--- config.mk ---
export PLATFORM = sky130hd
export DESIGN_NAME = vsg_top
export DESIGN_NICKNAME = d
export VERILOG_FILES = /design/src/common/vsg_pkg.sv /design/src/rtl/vsg_edge.sv /design/src/rtl/vsg_div4.sv /design/src/rtl/vsg_top.sv
export VERILOG_INCLUDE_DIRS = /design/src /design/src/common
export SDC_FILE = /design/constraint.sdc
export NUM_CORES = 1
export LEC_CHECK = 0
export ABC_AREA = 1
export BUFFER_PORTS_ARGS = -buffer_cell sky130_fd_sc_hd__buf_2
export CORE_ASPECT_RATIO = 1.1
export CORE_UTILIZATION = 51
export CTS_CLUSTER_SIZE = 14
export DETAILED_ROUTE_END_ITERATION = 8
export HOLD_SLACK_MARGIN = 0.15
export PLACE_DENSITY_LB_ADDON = 0.05
export SLEW_MARGIN = 20
export SYNTH_ARGS = -nofsm -noshare
export SYNTH_HDL_FRONTEND = slang
export SYNTH_SLANG_ARGS = --single-unit
export TNS_END_PERCENT = 20
--- constraint.sdc ---
create_clock -name i_clk -period 3.9 [get_ports i_clk]
set_clock_uncertainty 0.15 [all_clocks]
set_input_delay 0.78 -clock i_clk [delete_from_list [all_inputs] [get_ports i_clk]]
set_output_delay 0.78 -clock i_clk [all_outputs]
set_load 0.01 [all_outputs]
--- src/common/vsg_cfg.svh ---
// Timing, geometry and register map constants for the video sync generator.
// Assumes the counters advance on line-locked clock ticks (about 70 ns each).
//
// Summary of operation
// - System pins decode 00 NTSC, 01 SECAM, 10 PAL-M, 11 PAL; timing follows.
// - Line holds 910 ticks for NTSC and PAL-M, 908 for PAL and SECAM.
// - Genlock pin high stops the clock-matching loop counter; low means free run.
// - Horizontal, vertical and line-alternate resets act on falling edges only.
// - Resets are sampled on the internal clock; reference must be clock locked.
// - First horizontal edge resets; later edges ignored unless over two ticks off.
// - Horizontal reset loads the line counter 90 ticks ahead of the edge.
// - Vertical reset realigns composite sync to the reference sync phase.
// - Vertical edge past the mid-line boundary shifts the reset by one field, to the field two start.
// - Line-alternate reset sets polarity against the mid-line boundary like vertical.
// - Internal mode keeps a fixed colour-framing phase between field and subcarrier.
// - Line-alternate output toggles at half line rate in every system.
// - Test input idles low for normal operation; its function is for measurement.
// - In SECAM the shared burst pin carries colour blanking instead of burst.
// - Double line rate output runs at exactly twice the line rate output.
// - NTSC internal subcarrier comes from the clock; otherwise from the 4fsc input.
`ifndef VSG_CFG_SVH
`define VSG_CFG_SVH

// Line and frame geometry in ticks and lines
`define VSG_HTOT_525    10'h38E
`define VSG_HTOT_625    10'h38C
`define VSG_LINES_525   11'h20D
`define VSG_LINES_625   11'h271
`define VSG_CF_LAST_525 2'h1
`define VSG_CF_LAST_625 2'h3

// Horizontal reset load phase and jitter window in ticks
`define VSG_HR_LOAD     10'h05A
`define VSG_HR_JITTER   10'h002

// Pulse widths and positions in ticks
`define VSG_HSYNC       10'h043
`define VSG_EQ          10'h021
`define VSG_SERR        10'h043
`define VSG_HDRV        10'h050
`define VSG_HBLK        10'h09E
`define VSG_BF_START    10'h04C
`define VSG_BF_END      10'h070

// Vertical interval boundaries in half lines from the field start
`define VSG_VEQ1_END    11'h006
`define VSG_VBRD_END    11'h00C
`define VSG_VEQ2_END    11'h012
`define VSG_VD_END      11'h012
`define VSG_VBLK_END    11'h028

// Register map, byte addresses
`define VSG_ADDR_CTRL   12'h000
`define VSG_ADDR_STATUS 12'h004
`define VSG_ADDR_PLLREF 12'h008
`define VSG_CTRL_OVR    0
`define VSG_CTRL_SYS_LO 1
`define VSG_CTRL_SYS_HI 2
`define VSG_CTRL_RST    3'h0

`endif

--- src/common/vsg_pkg.sv ---
// Types shared by the video sync generator modules.
// Assumes the constants header is included by the design files.
package vsg_pkg;

  // Colour system, coded as the two select pins
  typedef enum logic [1:0] {
    VSG_NTSC  = 2'b00,
    VSG_SECAM = 2'b01,
    VSG_PALM  = 2'b10,
    VSG_PAL   = 2'b11
  } vsg_system_t;

  // Registered video outputs, low-active ones marked _n
  typedef struct packed {
    logic sync_n;
    logic odd_field;
    logic first_field;
    logic blank_n;
    logic lalt;
    logic hdrv_n;
    logic vdrv_n;
    logic fh;
    logic f2h;
    logic subcarrier;
    logic bf_cb;
  } vsg_video_t;

  // APB answer held in flops
  typedef struct packed {
    logic        ready;
    logic        slverr;
    logic [31:0] rdata;
  } vsg_apb_rsp_t;

endpackage

--- src/rtl/vsg_edge.sv ---
// Edge detector for a level that is already synchronous to the clock.
// Assumes the level stays stable for at least one clock after each change.
`timescale 1ns/1ns
module vsg_edge #(
  parameter bit FALLING = 1'b1
) (
  input  wire logic i_clk,
  input  wire logic i_sys_rst,
  input  wire logic i_level,
  output logic      o_pulse
);

  logic prev_reg;
  logic prev_next;

  // Previous level; reset to the idle level so no false edge follows reset
  always_comb
  begin
    prev_next = i_level;
  end

  always_ff @(posedge i_clk)
  begin
    if (i_sys_rst)
      prev_reg <= FALLING;
    else
      prev_reg <= prev_next;
  end

  // One-cycle pulse on the chosen edge
  assign o_pulse = FALLING ? (prev_reg & ~i_level) : (~prev_reg & i_level);

endmodule

--- src/rtl/vsg_div4.sv ---
// Divide-by-four of a tick stream, used to form the subcarrier.
// Assumes ticks are one-cycle pulses; clear resynchronises the phase.
`timescale 1ns/1ns
module vsg_div4 (
  input  wire logic i_clk,
  input  wire logic i_sys_rst,
  input  wire logic i_clear,
  input  wire logic i_tick,
  output logic      o_out
);

  logic [1:0] cnt_reg;
  logic [1:0] cnt_next;

  // Fixed start phase after clear keeps subcarrier tied to the counters
  always_comb
  begin
    cnt_next = cnt_reg;
    if (i_clear)
      cnt_next = 2'h0;
    else if (i_tick)
      cnt_next = cnt_reg + 2'h1;
  end

  always_ff @(posedge i_clk)
  begin
    if (i_sys_rst)
      cnt_reg <= 2'h0;
    else
      cnt_reg <= cnt_next;
  end

  assign o_out = cnt_reg[1];

endmodule

--- src/rtl/vsg_top.sv ---
// Video sync generator: line and field counters, genlock resets, APB registers.
// Assumes all pins are synchronous to i_clk and the line clock is below half of it.
`timescale 1ns/1ns
`include "vsg_cfg.svh"
module vsg_top #(
  parameter int HW = 10,
  parameter int VW = 11
) (
  input  wire logic        i_clk,
  input  wire logic        i_sys_rst,
  input  wire logic        i_psel,
  input  wire logic        i_penable,
  input  wire logic        i_pwrite,
  input  wire logic [11:0] i_paddr,
  input  wire logic [31:0] i_pwdata,
  output logic      [31:0] o_prdata,
  output logic             o_pready,
  output logic             o_pslverr,
  input  wire logic        i_line_locked_clock_in,
  input  wire logic        i_quad_subcarrier_in,
  input  wire logic        i_genlock_select,
  input  wire logic        i_system_select_hi,
  input  wire logic        i_system_select_lo,
  input  wire logic        i_horizontal_reset_in,
  input  wire logic        i_vertical_reset_in,
  input  wire logic        i_line_alternate_reset_in,
  input  wire logic        i_test_in,
  output logic             o_composite_sync_out_n,
  output logic             o_odd_even_field_out,
  output logic             o_first_field_out,
  output logic             o_composite_blanking_out_n,
  output logic             o_line_alternate_out,
  output logic             o_horizontal_drive_out_n,
  output logic             o_vertical_drive_out_n,
  output logic             o_line_rate_out,
  output logic             o_double_line_rate_out,
  output logic             o_subcarrier_out,
  output logic             o_burst_flag_or_colour_blank_out
);

  logic              clk_tick;
  logic              fsc_tick;
  logic              hr_edge;
  logic              vr_edge;
  logic              lr_edge;
  logic              sc_raw;
  logic              sc_clear;
  logic              sc_tick;

  logic [HW-1:0]     h_reg;
  logic [HW-1:0]     h_next;
  logic [VW-1:0]     hl_reg;
  logic [VW-1:0]     hl_next;
  logic [1:0]        frame_reg;
  logic [1:0]        frame_next;
  logic              lalt_reg;
  logic              lalt_next;
  logic              locked_reg;
  logic              locked_next;
  logic [HW-1:0]     pll_reg;
  logic [HW-1:0]     pll_next;
  logic [2:0]        ctrl_reg;
  logic [2:0]        ctrl_next;

  vsg_pkg::vsg_video_t   vid_reg;
  vsg_pkg::vsg_video_t   vid_next;
  vsg_pkg::vsg_apb_rsp_t rsp_reg;
  vsg_pkg::vsg_apb_rsp_t rsp_next;
  vsg_pkg::vsg_system_t  sys;

  logic              is525;
  logic [HW-1:0]     htot;
  logic [HW-1:0]     half;
  logic [VW-1:0]     lines;
  logic [VW-1:0]     hltot;
  logic [1:0]        cf_last;
  logic [HW-1:0]     hr_dev;
  logic              hr_in_win;
  logic              pix_tick;
  logic [VW-1:0]     rv;
  logic [HW-1:0]     hp;
  logic              odd_field;
  logic              colour_blank;
  logic              burst;

  // Edge detectors: line clock and 4fsc rising, the three resets falling
  vsg_edge #(.FALLING(1'b0)) u_clk_edge (
    .i_clk     (i_clk),
    .i_sys_rst (i_sys_rst),
    .i_level   (i_line_locked_clock_in),
    .o_pulse   (clk_tick)
  );

  vsg_edge #(.FALLING(1'b0)) u_fsc_edge (
    .i_clk     (i_clk),
    .i_sys_rst (i_sys_rst),
    .i_level   (i_quad_subcarrier_in),
    .o_pulse   (fsc_tick)
  );

  vsg_edge #(.FALLING(1'b1)) u_hr_edge (
    .i_clk     (i_clk),
    .i_sys_rst (i_sys_rst),
    .i_level   (i_horizontal_reset_in),
    .o_pulse   (hr_edge)
  );

  vsg_edge #(.FALLING(1'b1)) u_vr_edge (
    .i_clk     (i_clk),
    .i_sys_rst (i_sys_rst),
    .i_level   (i_vertical_reset_in),
    .o_pulse   (vr_edge)
  );

  vsg_edge #(.FALLING(1'b1)) u_lr_edge (
    .i_clk     (i_clk),
    .i_sys_rst (i_sys_rst),
    .i_level   (i_line_alternate_reset_in),
    .o_pulse   (lr_edge)
  );

  // Subcarrier source: clock ticks only for internal NTSC
  assign sc_tick  = (sys == vsg_pkg::VSG_NTSC && !i_genlock_select) ? clk_tick : fsc_tick;
  // Clearing at frame start fixes the colour-framing phase after power-up
  assign sc_clear = pix_tick && (h_reg == htot - 10'h001) && (hl_reg == hltot - 11'h001)
                    && (frame_reg == cf_last) && !i_genlock_select;

  vsg_div4 u_sc_div (
    .i_clk     (i_clk),
    .i_sys_rst (i_sys_rst),
    .i_clear   (sc_clear),
    .i_tick    (sc_tick),
    .o_out     (sc_raw)
  );

  // System decode and geometry; the register override wins over the pins
  always_comb
  begin
    if (ctrl_reg[`VSG_CTRL_OVR])
      sys = vsg_pkg::vsg_system_t'(ctrl_reg[`VSG_CTRL_SYS_HI:`VSG_CTRL_SYS_LO]);
    else
      sys = vsg_pkg::vsg_system_t'({i_system_select_hi, i_system_select_lo});
    is525   = (sys == vsg_pkg::VSG_NTSC) || (sys == vsg_pkg::VSG_PALM);
    htot    = is525 ? `VSG_HTOT_525 : `VSG_HTOT_625;
    half    = {1'b0, htot[HW-1:1]};
    lines   = is525 ? `VSG_LINES_525 : `VSG_LINES_625;
    hltot   = {lines[VW-2:0], 1'b0};
    cf_last = is525 ? `VSG_CF_LAST_525 : `VSG_CF_LAST_625;
    // Test pin steps the counters every clock; it idles low when unused
    pix_tick = i_test_in ? 1'b1 : clk_tick;
  end

  // Distance of the current count from the expected reset phase
  always_comb
  begin
    if (h_reg >= `VSG_HR_LOAD)
      hr_dev = h_reg - `VSG_HR_LOAD;
    else
      hr_dev = h_reg + htot - `VSG_HR_LOAD;
    hr_in_win = (hr_dev <= `VSG_HR_JITTER) || (hr_dev >= htot - `VSG_HR_JITTER);
  end

  // Free-running counters, then genlock resets; resets win over the step
  always_comb
  begin
    h_next      = h_reg;
    hl_next     = hl_reg;
    frame_next  = frame_reg;
    lalt_next   = lalt_reg;
    locked_next = locked_reg;
    pll_next    = pll_reg;
    if (pix_tick)
    begin
      if (h_reg >= htot - 10'h001)
      begin
        h_next    = '0;
        lalt_next = ~lalt_reg;
      end
      else
        h_next = h_reg + 10'h001;
      if ((h_reg == half - 10'h001) || (h_reg >= htot - 10'h001))
      begin
        if (hl_reg >= hltot - 11'h001)
        begin
          hl_next    = '0;
          frame_next = (frame_reg >= cf_last) ? 2'h0 : frame_reg + 2'h1;
        end
        else
          hl_next = hl_reg + 11'h001;
      end
      // Clock-matching reference stands still in genlock
      if (!i_genlock_select)
        pll_next = (pll_reg >= htot - 10'h001) ? '0 : pll_reg + 10'h001;
    end
    // First edge always loads; later ones only when outside the jitter window
    if (hr_edge && (!locked_reg || !hr_in_win))
    begin
      h_next      = `VSG_HR_LOAD;
      hl_next     = {hl_next[VW-1:1], 1'b0};
      locked_next = 1'b1;
    end
    // Mid-line boundary picks field one or field two start
    if (vr_edge)
      hl_next = (h_reg < half) ? '0 : lines;
    if (lr_edge)
      lalt_next = (h_reg < half);
  end

  always_ff @(posedge i_clk)
  begin
    if (i_sys_rst)
    begin
      h_reg      <= '0;
      hl_reg     <= '0;
      frame_reg  <= 2'h0;
      lalt_reg   <= 1'b0;
      locked_reg <= 1'b0;
      pll_reg    <= '0;
    end
    else
    begin
      h_reg      <= h_next;
      hl_reg     <= hl_next;
      frame_reg  <= frame_next;
      lalt_reg   <= lalt_next;
      locked_reg <= locked_next;
      pll_reg    <= pll_next;
    end
  end

  // Output decode from counter phase; everything is re-registered
  always_comb
  begin
    odd_field = (hl_reg < lines);
    rv        = odd_field ? hl_reg : hl_reg - lines;
    hp        = (h_reg >= half) ? h_reg - half : h_reg;
    vid_next  = vid_reg;
    if ((rv < `VSG_VEQ1_END) || ((rv >= `VSG_VBRD_END) && (rv < `VSG_VEQ2_END)))
      vid_next.sync_n = ~(hp < `VSG_EQ);
    else if (rv < `VSG_VBRD_END)
      vid_next.sync_n = ~(hp < half - `VSG_SERR);
    else
      vid_next.sync_n = ~(h_reg < `VSG_HSYNC);
    vid_next.blank_n     = ~((h_reg < `VSG_HBLK) || (rv < `VSG_VBLK_END));
    vid_next.hdrv_n      = ~(h_reg < `VSG_HDRV);
    vid_next.vdrv_n      = ~(rv < `VSG_VD_END);
    vid_next.odd_field   = odd_field;
    vid_next.first_field = odd_field && (frame_reg == 2'h0);
    vid_next.lalt        = lalt_reg;
    vid_next.fh          = (h_reg < half);
    vid_next.f2h         = (hp < {1'b0, half[HW-1:1]});
    vid_next.subcarrier  = sc_raw;
    colour_blank = ~vid_next.blank_n;
    burst = (h_reg >= `VSG_BF_START) && (h_reg < `VSG_BF_END) && (rv >= `VSG_VD_END);
    vid_next.bf_cb = (sys == vsg_pkg::VSG_SECAM) ? colour_blank : burst;
  end

  always_ff @(posedge i_clk)
  begin
    if (i_sys_rst)
      vid_reg <= '{sync_n: 1'b1, blank_n: 1'b1, hdrv_n: 1'b1, vdrv_n: 1'b1, default: 1'b0};
    else
      vid_reg <= vid_next;
  end

  assign o_composite_sync_out_n           = vid_reg.sync_n;
  assign o_odd_even_field_out             = vid_reg.odd_field;
  assign o_first_field_out                = vid_reg.first_field;
  assign o_composite_blanking_out_n       = vid_reg.blank_n;
  assign o_line_alternate_out             = vid_reg.lalt;
  assign o_horizontal_drive_out_n         = vid_reg.hdrv_n;
  assign o_vertical_drive_out_n           = vid_reg.vdrv_n;
  assign o_line_rate_out                  = vid_reg.fh;
  assign o_double_line_rate_out           = vid_reg.f2h;
  assign o_subcarrier_out                 = vid_reg.subcarrier;
  assign o_burst_flag_or_colour_blank_out = vid_reg.bf_cb;

  // APB slave: answer is formed in setup, so access always ends in one cycle
  always_comb
  begin
    ctrl_next = ctrl_reg;
    rsp_next  = '0;
    if (i_psel && !i_penable)
    begin
      rsp_next.ready = 1'b1;
      case (i_paddr)
        `VSG_ADDR_CTRL:   rsp_next.rdata = {29'h0, ctrl_reg};
        `VSG_ADDR_STATUS: rsp_next.rdata = {6'h0, i_genlock_select, locked_reg, odd_field,
                                            sys, hl_reg, h_reg};
        `VSG_ADDR_PLLREF: rsp_next.rdata = {22'h0, pll_reg};
        default:          rsp_next.slverr = 1'b1;
      endcase
      // Read-only registers refuse writes as well
      if (i_pwrite && (i_paddr != `VSG_ADDR_CTRL))
        rsp_next.slverr = 1'b1;
    end
    if (i_psel && i_penable && rsp_reg.ready && i_pwrite && (i_paddr == `VSG_ADDR_CTRL))
      ctrl_next = i_pwdata[2:0];
  end

  always_ff @(posedge i_clk)
  begin
    if (i_sys_rst)
    begin
      ctrl_reg <= `VSG_CTRL_RST;
      rsp_reg  <= '0;
    end
    else
    begin
      ctrl_reg <= ctrl_next;
      rsp_reg  <= rsp_next;
    end
  end

  assign o_prdata  = rsp_reg.rdata;
  assign o_pready  = rsp_reg.ready;
  assign o_pslverr = rsp_reg.slverr;

endmodule

==> impl_metrics.ini <==
[floorplan]
start_util_pct = 53.38
die_h_um = 109.7
dieArea_mm2 = 0.01096
rows = 38
coreArea_mm2 = 0.01008
num_io_pins = 103
die_w_um = 99.93

[critical_path]
crit_family = simple AND/OR/NAND/NOR gates
path_buf_inv = 6
worstSetupStartpointType = input pin
critPathKind = input pin to register
critical_path.max_stage_delay_ps = 340
crit_slowest_cell = ha_1
worstPathArrival_ps = 3490
r2r.worst_path.cells = 21
crit_path_max_fanout = 15
cp_common_cell = nand2_1
crit_chain = buf_2, inv_1, o21ai_2, inv_1, buf_4, ha_1, a21oi_2, o21ai_0, nand2_1, nand3_2, inv_1, nand2_1, o21ai_1, nor2_1, and2_1, o21ai_1, nand3_1, nand2_1, inv_1, nand2_1, nand2_1
required_ps = 4000
crit_cells = 21
crit_path_end_kind = register

[synthesis]
synth.largest_area_cell = dfxtp_1
synth_flop_cell = dfxtp_1
ys_warn_count = 0
ys_seq_elements = 84
yosysSeqAreaShare_pct = 31.26
synth.most_common_cell = nand2_1
syn_inst = 771
syn_avg_cell_area_um2 = 6.978
synth_top_area_share_pct = 31.26
synth_edf_count = 0
synth_common_cells = nand2_1, inv_1, nor2_1, dfxtp_1, nand3_1
async_flop_share_pct = 0
syn_area_mm2 = 0.005380
synth_cell_types = 49
synth_area_leaders = dfxtp_1, nand2_1, ha_1

[sta]
setup_ws_ps = 514.5
period_minus_slack_ps = 3386
finalSetupViolations = 0
finalHoldViolCount = 0
fin_crit_sh_pct = 86.81
slew_headroom_pct = 59.63
fmax_mhz = 295.4
drv_slew = 0
worst_pin_slew_ps = 590.3
fin_setup_tns_ps = 0
hold_slack_ps = 304.4
grt_setup_unrepaired = false

[detailed_routing]
viasPerCell = 5.149
drc = 0
dr.pass1.iters = 4
num_vias = 5108
drt_iter0_drc = 260
routed_wl_mm = 13.94
ant_nets = 0
avgRoutedWirePerCell_um = 14.05

[cts]
numCtsBuffers = 9
insertion_delay_ps = 360
clock_sinks = 84
clkTransAtPathRegs_ps = 80
cts_buffer_depth = 2
postCtsHoldBufs = 0
postCtsSetupBuffers = 0
h-tree-depth = 3
cts_resized = 0
cts_tree = done
cts_root_buf = clkbuf_8

[power]
power_density_mw_per_mm2 = 306.3
power_leakage_nw = 2.872
p_int_mw = 1.345
pwr-share-clk_pct = 37.2
p_sw_uw = 518.3
combPwrFrac_pct = 14.6
sequentialPowerShare_pct = 48.1
p_sw_share_pct = 27.81
ir_drop_v = 0.0002332

[flow_run]
cap_violations = 0

[layout]
areaGrowthSynthToFinish_pct = 13.09
nets = 947
largest_reg_flops = 26
fill_cells = 1024
n_antenna_cell = 0
utilization_pct = 60.36
drive_above_1_share_pct = 15.85

[min_path]
hold_path.class = register to register
whs_path_depth = 2

[place]
gp_congestion = 0.8965
dp_hpwl_mm = 10.80
post-place-ws_ps = 192.9
io_buffer_count = 67

[global_route]
grt_pass1_wl_mm = 23.25
grt_max_degree = 27
grt_pass1_vias = 4877
antenna_found_initial = 0
grt-ovfl-total = 0
track_usage_pct = 27.11

[status]
status = finished, final reports clean
[cells by family (layout without fill, tap and decap cells)]
| logic type | Yosys count | in the layout | share of synthesized area (%) |
|---|---|---|---|
| adder cells (fa/ha/maj) | 42 | 42 | 9.767 |
| buffers and inverters | 128 | 204 | 10.33 |
| flip-flops | 84 | 84 | 31.26 |
| AO/OA/AOI/OAI | 124 | 124 | 13.58 |
| other | 1 | 6 | 0.06970 |
| AND/OR/NAND/NOR | 361 | 361 | 29.95 |
| XOR/XNOR | 31 | 31 | 5.047 |
[through the flow]
stage                     power, mW  cell area, µm²  instances
after floorplan               1.106            5403        776
after global placement        1.182            5868        976
after detailed placement      1.188            5868        976
after CTS                     1.882            6085        992
after global routing          1.958            6085        992
final                         1.864            6085        992
[worst register-to-register path, cell delays in order, from the launching register on]
cell and delay, ps:
dfxtp_1 590, inv_1 260, ha_1 310, nand2_1 70
inv_1 30, nand2_1 60, nor2_1 50, nor2_2 160
nand2_2 200, o21ai_2 180, inv_1 60, ha_1 260
o211ai_1 80, nor2_1 90, nand2_1 50, nand2_1 50
nand2_1 40, nand2_1 50, nand2_1 80, nand2_4 140
nand2_4 120, nor3_2 120
[worst paths after layout]
check | startpoint | endpoint | slack [ps]
worst min register to register | lalt_reg | o_line_alternate_out | 300
worst min-delay path | lalt_reg | o_line_alternate_out | 300
worst max-delay path | i_system_select_lo | o_composite_sync_out_n | 510
worst max register to register | h_reg[5] | h_reg[2] | 620
[metal layers]
| layer | up-vias | track usage [%] | share of wire [%] |
|---|---|---|---|
| li1 | 2642 | - | - |
| met1 | 2312 | 31.94 | 44 |
| met2 | 121 | 48.67 | 49 |
| met3 | 33 | 4.387 | 3.8 |
| met4 | 0 | 11.66 | 3.2 |
| met5 | - | 0 | 0 |
[cell usage in the layout (no fill, tap or decap), drive strengths merged, types with 2 or more instances in the layout]
cell type / netlist / routed
dfxtp: 84 / 84
conb: 1 / 6
ha: 42 / 42
o211ai: 4 / 4
xor2: 30 / 30
clkinv: 1 / 2
a21oi: 47 / 47
a21boi: 2 / 2
a31oi: 5 / 5
nand3: 50 / 50
and2: 2 / 2
buf: 17 / 82
nor3b: 4 / 4
nand4: 10 / 10
a21o: 2 / 2
a221oi: 3 / 3
clkbuf: 5 / 11
a211oi: 6 / 6
inv: 105 / 106
nor4: 5 / 5
bufinv: 0 / 2
nand2: 170 / 170
o21ai: 43 / 43
nor2: 103 / 103
o22ai: 2 / 2
nor3: 15 / 15
o21a: 4 / 4
[power by group through the flow]
stage | Combinational [mW] | Clock (mW) | Sequential [mW]
finish | 0.272 | 0.694 | 0.897
global route | 0.308 | 0.749 | 0.901
CTS | 0.272 | 0.712 | 0.897
detailed placement | 0.270 | 0 | 0.918
global placement | 0.265 | 0 | 0.917
floorplan | 0.187 | 0 | 0.919
[cell type report]
type	instances	area (µm²)	area share, %
inverters	106	397.9	6.539
clock buffers	11	131.4	2.159
flip-flops and latches	84	1682	27.64
well taps	140	175.2	2.879
multi-input cells	564	3166	52.03
repair buffers	82	447.9	7.362
clock inverters	5	85.08	1.398
(Power assumes the default switching activity.)
